`src/pmid_store_params.svh`:
```
`ifndef PMID_STORE_PARAMS_SVH
`define PMID_STORE_PARAMS_SVH

// ---------------------------------------------
// Command codes
// ---------------------------------------------
`define PMID_CMD_REVISION 8'h9B
`define PMID_CMD_SERIAL 8'h9E
`define PMID_CMD_PART 8'hAD

// ---------------------------------------------
// Register lengths in bytes and field layout
// ---------------------------------------------
`define PMID_LEN_REVISION 8'h03
`define PMID_LEN_SERIAL 8'h03
`define PMID_LEN_PART 8'h06
`define PMID_STORE_MSB 23
`define PMID_PART_MSB 47
`define PMID_WR_LAST_IDX 4'h4
`define PMID_IDX_MAX 4'hF

// ---------------------------------------------
// Read filler past the end of a register
// ---------------------------------------------
`define PMID_READ_FILL 8'hFF

`endif

```
`src/pmid_pkg.sv`:
```
package pmid_pkg;

   typedef enum logic [1:0] {
      PMID_IDLE,
      PMID_WRITE,
      PMID_READ
   } pmid_phase_type;

   typedef struct packed {
      pmid_phase_type phase;
      logic [7:0] cmd;
      logic [3:0] idx;
      logic [7:0] count;
      logic [23:0] shadow;
      logic [23:0] revision;
      logic [23:0] serial;
      logic [7:0] rd_data;
      logic rd_valid;
      logic nack;
      logic done;
      logic [7:0] checksum;
   } pmid_state_type;

endpackage : pmid_pkg

```
`src/pmid_store.sv`:
```
`timescale 1ns/1ps
`include "pmid_store_params.svh"

module pmid_store
   import pmid_pkg::*;
#(
   // Arbitrary neutral value, not a real part code
   parameter logic [47:0] PART_TYPE_CODE = 48'h0123_4567_89AB
) (
   input wire logic ref_clk,
   input wire logic srst,
   input wire logic clk_en,
   input wire logic [23:0] nvm_revision,
   input wire logic [23:0] nvm_serial,
   input wire logic txn_start,
   input wire logic [7:0] txn_cmd,
   input wire logic txn_write,
   input wire logic txn_stop,
   input wire logic wr_byte_valid,
   input wire logic [7:0] wr_byte,
   input wire logic rd_byte_req,
   output logic [7:0] rd_byte,
   output logic rd_byte_valid,
   output logic txn_nack,
   output logic write_done,
   output logic [23:0] maker_revision_store,
   output logic [23:0] maker_serial_number,
   output logic [7:0] stored_config_checksum
);

   // ---------------------------------------------
   // Helpers
   // ---------------------------------------------
   function automatic logic [7:0] pick_byte(input logic [47:0] d, input logic [3:0] k);
      logic [47:0] s;
      s = d >> {k, 3'b000};
      return s[7:0];
   endfunction : pick_byte

   // Plain byte sum; stands in for the real checksum engine elsewhere
   function automatic logic [7:0] byte_sum(input logic [23:0] rev, input logic [23:0] ser);
      logic [7:0] acc;
      acc = 8'h00;
      for (int i = 0; i < 3; i++) begin
         acc = acc + rev[i*8 +: 8] + ser[i*8 +: 8];
      end
      return acc;
   endfunction : byte_sum

   function automatic logic [7:0] reg_len(input logic [7:0] c);
      if (c == `PMID_CMD_PART) begin
         return `PMID_LEN_PART;
      end else if (c == `PMID_CMD_SERIAL) begin
         return `PMID_LEN_SERIAL;
      end
      return `PMID_LEN_REVISION;
   endfunction : reg_len

   pmid_state_type st_reg;
   pmid_state_type st_next;
   logic known_cmd;
   logic commit_ok;
   logic [47:0] read_src;

   assign known_cmd = (txn_cmd == `PMID_CMD_SERIAL) || (txn_cmd == `PMID_CMD_PART)
      || (txn_cmd == `PMID_CMD_REVISION);
   assign commit_ok = (st_reg.count == reg_len(st_reg.cmd)) && (st_reg.idx == `PMID_WR_LAST_IDX);

   always_comb begin
      unique case (st_reg.cmd)
         `PMID_CMD_PART: read_src = PART_TYPE_CODE;
         `PMID_CMD_SERIAL: read_src = {24'h000000, st_reg.serial};
         default: read_src = {24'h000000, st_reg.revision};
      endcase
   end

   // ---------------------------------------------
   // Transaction engine
   // ---------------------------------------------
   always_comb begin
      st_next = st_reg;
      st_next.rd_valid = 1'b0;
      st_next.nack = 1'b0;
      st_next.done = 1'b0;
      unique case (st_reg.phase)
         PMID_IDLE: begin
            if (txn_start) begin
               st_next.cmd = txn_cmd;
               st_next.idx = 4'h0;
               st_next.count = 8'h00;
               st_next.shadow = 24'h000000;
               if (!known_cmd || (txn_write && txn_cmd == `PMID_CMD_PART)) begin
                  st_next.nack = 1'b1;
               end else if (txn_write) begin
                  st_next.phase = PMID_WRITE;
               end else begin
                  st_next.phase = PMID_READ;
               end
            end
         end
         PMID_WRITE: begin
            if (txn_stop) begin
               st_next.phase = PMID_IDLE;
               // Short or long blocks are dropped whole so no partial value is kept
               if (commit_ok) begin
                  st_next.done = 1'b1;
                  if (st_reg.cmd == `PMID_CMD_SERIAL) begin
                     st_next.serial = st_reg.shadow;
                  end else begin
                     st_next.revision = st_reg.shadow;
                  end
               end else begin
                  st_next.nack = 1'b1;
               end
            end else if (wr_byte_valid) begin
               unique case (st_reg.idx)
                  4'h0: st_next.count = wr_byte;
                  4'h1: st_next.shadow[7:0] = wr_byte;
                  4'h2: st_next.shadow[15:8] = wr_byte;
                  4'h3: st_next.shadow[23:16] = wr_byte;
                  default: st_next.shadow = st_reg.shadow;
               endcase
               if (st_reg.idx != `PMID_IDX_MAX) begin
                  st_next.idx = st_reg.idx + 4'h1;
               end
            end
         end
         PMID_READ: begin
            if (txn_stop) begin
               st_next.phase = PMID_IDLE;
            end else if (rd_byte_req) begin
               st_next.rd_valid = 1'b1;
               if (st_reg.idx == 4'h0) begin
                  st_next.rd_data = reg_len(st_reg.cmd);
               end else if ({4'h0, st_reg.idx} <= reg_len(st_reg.cmd)) begin
                  st_next.rd_data = pick_byte(read_src, st_reg.idx - 4'h1);
               end else begin
                  st_next.rd_data = `PMID_READ_FILL;
               end
               if (st_reg.idx != `PMID_IDX_MAX) begin
                  st_next.idx = st_reg.idx + 4'h1;
               end
            end
         end
         default: st_next.phase = PMID_IDLE;
      endcase
      st_next.checksum = byte_sum(st_next.revision, st_next.serial);
   end

   always_ff @(posedge ref_clk) begin
      if (srst) begin
         st_reg <= '0;
         st_reg.revision <= nvm_revision;
         st_reg.serial <= nvm_serial;
         st_reg.checksum <= byte_sum(nvm_revision, nvm_serial);
      end else if (clk_en) begin
         st_reg <= st_next;
      end
   end

   assign rd_byte = st_reg.rd_data;
   assign rd_byte_valid = st_reg.rd_valid;
   assign txn_nack = st_reg.nack;
   assign write_done = st_reg.done;
   assign maker_revision_store = st_reg.revision;
   assign maker_serial_number = st_reg.serial;
   assign stored_config_checksum = st_reg.checksum;
endmodule : pmid_store

```
`config.mk`:
```
export PLATFORM = sky130hd
export DESIGN_NAME = pmid_store
export DESIGN_NICKNAME = d
export VERILOG_FILES = /design/src/pmid_pkg.sv /design/src/pmid_store.sv
export VERILOG_INCLUDE_DIRS = /design/src
export SDC_FILE = /design/constraint.sdc
export NUM_CORES = 1
export LEC_CHECK = 0
export BUFFER_PORTS_ARGS = -buffer_cell sky130_fd_sc_hd__buf_2
export CAP_MARGIN = 10
export CELL_PAD_IN_SITES_DETAIL_PLACEMENT = 1
export CELL_PAD_IN_SITES_GLOBAL_PLACEMENT = 1
export CORE_ASPECT_RATIO = 1.4
export CORE_MARGIN = 1.5
export CORE_UTILIZATION = 48
export DETAILED_ROUTE_END_ITERATION = 10
export GPL_TIMING_DRIVEN = 0
export PLACE_DENSITY_LB_ADDON = 0.1
export SETUP_SLACK_MARGIN = 0.5
export SYNTH_ARGS = -nofsm -noshare
export SYNTH_HDL_FRONTEND = slang
export SYNTH_SLANG_ARGS = --single-unit
```
`constraint.sdc`:
```
create_clock -name ref_clk -period 11.5 [get_ports ref_clk]
set_input_delay 2.3 -clock ref_clk [delete_from_list [all_inputs] [get_ports ref_clk]]
set_output_delay 2.3 -clock ref_clk [all_outputs]
set_load 0.005 [all_outputs]
```
==> out/results.tsv <==
stage	metric	value	unit
placed_design	hpwl	22100	um
drt	drt_pre_antenna_iters	7	
floorplanning	rows	56	
global_routing	antenna_found_initial	1	
cts	clkSinkCount	113	
floorplanning	initial_core_util	48.9	%
synth	syn_area	8160	um^2
finish	fin_nets	1087	
cts	cts_tree	yes	
sta	layout_min_cycle_time	7080	ps
finish	antenna_cells	0	
cts	clk_path_buf_depth	2	
synth	synthMuxAreaShare	12.3	%
placed_design	place_ws	4070	ps
min_path	hp-class	reg2reg	
finish	seqCellArea	2820	um^2
sta	setup_slack	4420	ps
critical_path	crit_path_start_kind	primary input	
cts	cts_buffers	17	
placed_design	io_buffers	138	
critical_path	crit_arrival	7220	ps
drt	via_per_inst	5.95	
synth	avgSynthCellArea	10.4	um^2
synth	ys_ff_latch	113	
finish	multiInputGateArea	4440	um^2
synth	synth_top_family_by_area	adder cells	
power	p_int	1.13	mW
synth	ys_seq_area_share	34.6	%
sta	slew_viol_final	0	
job	max-cap-violations	0	
sta	finClkSkew	9.90	ps
synth	yosys-top-cells-area	edfxtp_1 21%, dfxtp_1 14%, fa_1 13%	
finish	area_growth	20.0	%
drt	ant_nets	0	
placed_design	dp_cells	1124	
synth	synthSimpleGateAreaFrac	8.57	%
sta	worstMarginPinSlew	906	ps
cts	ctsRootBufferMaster	clkbuf_16	
synth	synthFlopType	dfxtp_1	
synth	yosysUniqueCellTypes	62	
critical_path	required	11640	ps
global_routing	grt_max_degree	36	
sta	setup_tns	0	ps
power	pwr-share-clk	34.7	%
critical_path	slowest_stage	fa_1	
synth	synth_enable_flop_cells	56	
power	peakVddDrop	0.160	mV
critical_path	crit_family	adder cells	
drt	avgRoutedWirePerCell	24.6	um
finish	fillerInstances	1899	
power	seq_power_share	29.4	%
floorplanning	dieArea	17800	um^2
critical_path	slowest_delay	530	ps
cts	cts_hold_buffers	0	
power	p_sw_share	33.0	%
run_status	outcome	finished clean	
synth	ys.warnings.count	0	
synth	netlist.area_leader.share	20.6	%
drt	vias	6873	
sta	fin_crit_sh	61.6	%
synth	synth_xor_area_share	3.11	%
cts	path_clk_slew	60	ps
synth	synthArstFlopShare	0	%
finish	fin_cells	1156	
critical_path	path_cells	buf_2, nand2_1, a211oi_2, and2_1, buf_4, buf_6, buf_8, mux2i_1, fa_1, fa_1, fa_1, inv_1, ha_1, fa_1, a21o_1, a21oi_1, xor2_1, o22ai_1	
sta	rsz0062_at_grt	false	
synth	synth_nets	929	
cts	post_cts_buffers	0	
floorplanning	die_y	157	um
cts	ctsResizeCount	0	
cts	htreeDepth	4	
sta	hold_violations	0	
critical_path	cp-end-kind	flop	
critical_path	critPathBufInv	5	
power	netSwitchingPower	0.555	mW
sta	slew_headroom	39.6	%
floorplanning	chipWidth	113	um
global_routing	overflow	0	
critical_path	crit_fanout	10	
critical_path	path_class	in2reg	
global_routing	grt_pass1_vias	7438	
drt	drc_errors	0	
finish	largest_reg_flops	46	
synth	synth_top_area_cell	edfxtp_1	
drt	drt_iter0_drc	403	
finish	drive_above_1_share	26.7	%
floorplanning	core-area	16700	um^2
cts	insertion_delay	430	ps
synth	synth_compound_area_share	13.9	%
sta	finalSetupViolCount	0	
placed_design	place_congestion	0.937	
power	power_density	172	nW/um^2
critical_path	path_common_cell	fa_1	
placed_design	post_dp_cell_area	9120	um^2
sta	max_freq	141	MHz
power	p_comb_share	35.9	%
synth	syn_inst	782	
global_routing	grt_pass1_wl	43300	um
sta	whs	476	ps
synth	synth_fa_ha_area_share	16.5	%
finish	final_area	9780	um^2
drt	wl	28400	um
power	p_leak	4.45	nW
global_routing	grt_use_total	33.2	%
floorplanning	ios	139	
synth_stat cells, drive strengths merged (10+ instances only):
master	n
mux2	32
buf	69
ha	21
xnor2	20
a21oi	22
clkbuf	35
mux2i	62
inv	61
a22o	37
and2	10
o22ai	11
o21ai	33
dfxtp	57
fa	54
nand2	41
nor2	59
edfxtp	56
power groups by stage:
stage	combinational, mW	clock, mW	sequential (mW)
after global placement	0.570	0	0.500
after detailed placement	0.594	0	0.500
after floorplan	0.405	0	0.487
after global routing	0.666	0.600	0.496
final	0.604	0.584	0.494
after CTS	0.608	0.583	0.493
tightest hold or removal path: stages, from the launching register on:
cell	delay (ps)
dfxtp_1	310
nand2_1	50
o21ai_1	60
metrics by stage:
stage | utilization, % | power [mW]
after floorplan | - | 0.893
after global placement | 54.6 | 1.07
after detailed placement | 54.7 | 1.09
after CTS | 58.7 | 1.68
after global routing | 58.7 | 1.76
final | 58.7 | 1.68
placed cells by master, fill, tap and decap left out, types with 4 or more instances in the layout:
cell type  count
buf_2        138
buf_4         65
mux2i_1       62
inv_1         60
nor2_1        59
dfxtp_1       57
edfxtp_1      56
fa_1          54
nand2_1       40
a22o_1        37
clkbuf_1      36
mux2_1        26
a21oi_1       22
clkbuf_16     22
ha_1          21
xnor2_1       20
o21ai_1       19
o21ai_0       14
and2_1        10
o22ai_1        9
xor2_1         9
nand3_1        9
a221oi_1       9
a21o_1         8
mux2_2         6
nand4b_1       5
a211oi_1       5
nor3_1         5
o221ai_1       4
clkbuf_8       4
final timing paths:
check / start / to / slack, ps / depth (start not counted)
worst max-delay path: txn_stop / stored_config_checksum[6] / 4420 / 18
worst min-delay path: rd_byte[6] / rd_byte[6] / 480 / 2
worst max register to register: st_reg[99] / stored_config_checksum[6] / 4980 / 21
worst min register to register: rd_byte[6] / rd_byte[6] / 480 / 2
layer usage:
layer  wire length [um]  GRT usage [%]  up-vias
met5                  0              0        -
met4               1320           16.5        0
met3               1490           5.01       80
met2              15200           60.5      290
met1              10400           37.6     3487
li1                   -              -     3016
cell type report:
type | count | area share (%)
Buffer | 104 | 6.83
Clock buffer | 27 | 6.23
Clock inverter | 5 | 0.550
Inverter | 61 | 2.34
Multi-Input combinational cell | 504 | 45.3
Sequential cell | 113 | 28.8
Tap cell | 203 | 2.60
Timing Repair Buffer | 139 | 7.26
kinds of logic after synthesis:
logic type,Yosys count
flops,113
buf+inv,165
mux,95
fa+ha+maj,75
xor+xnor,29
compound gates,158
simple gates,147
Note: power is estimated with default switching activity, not from simulation.
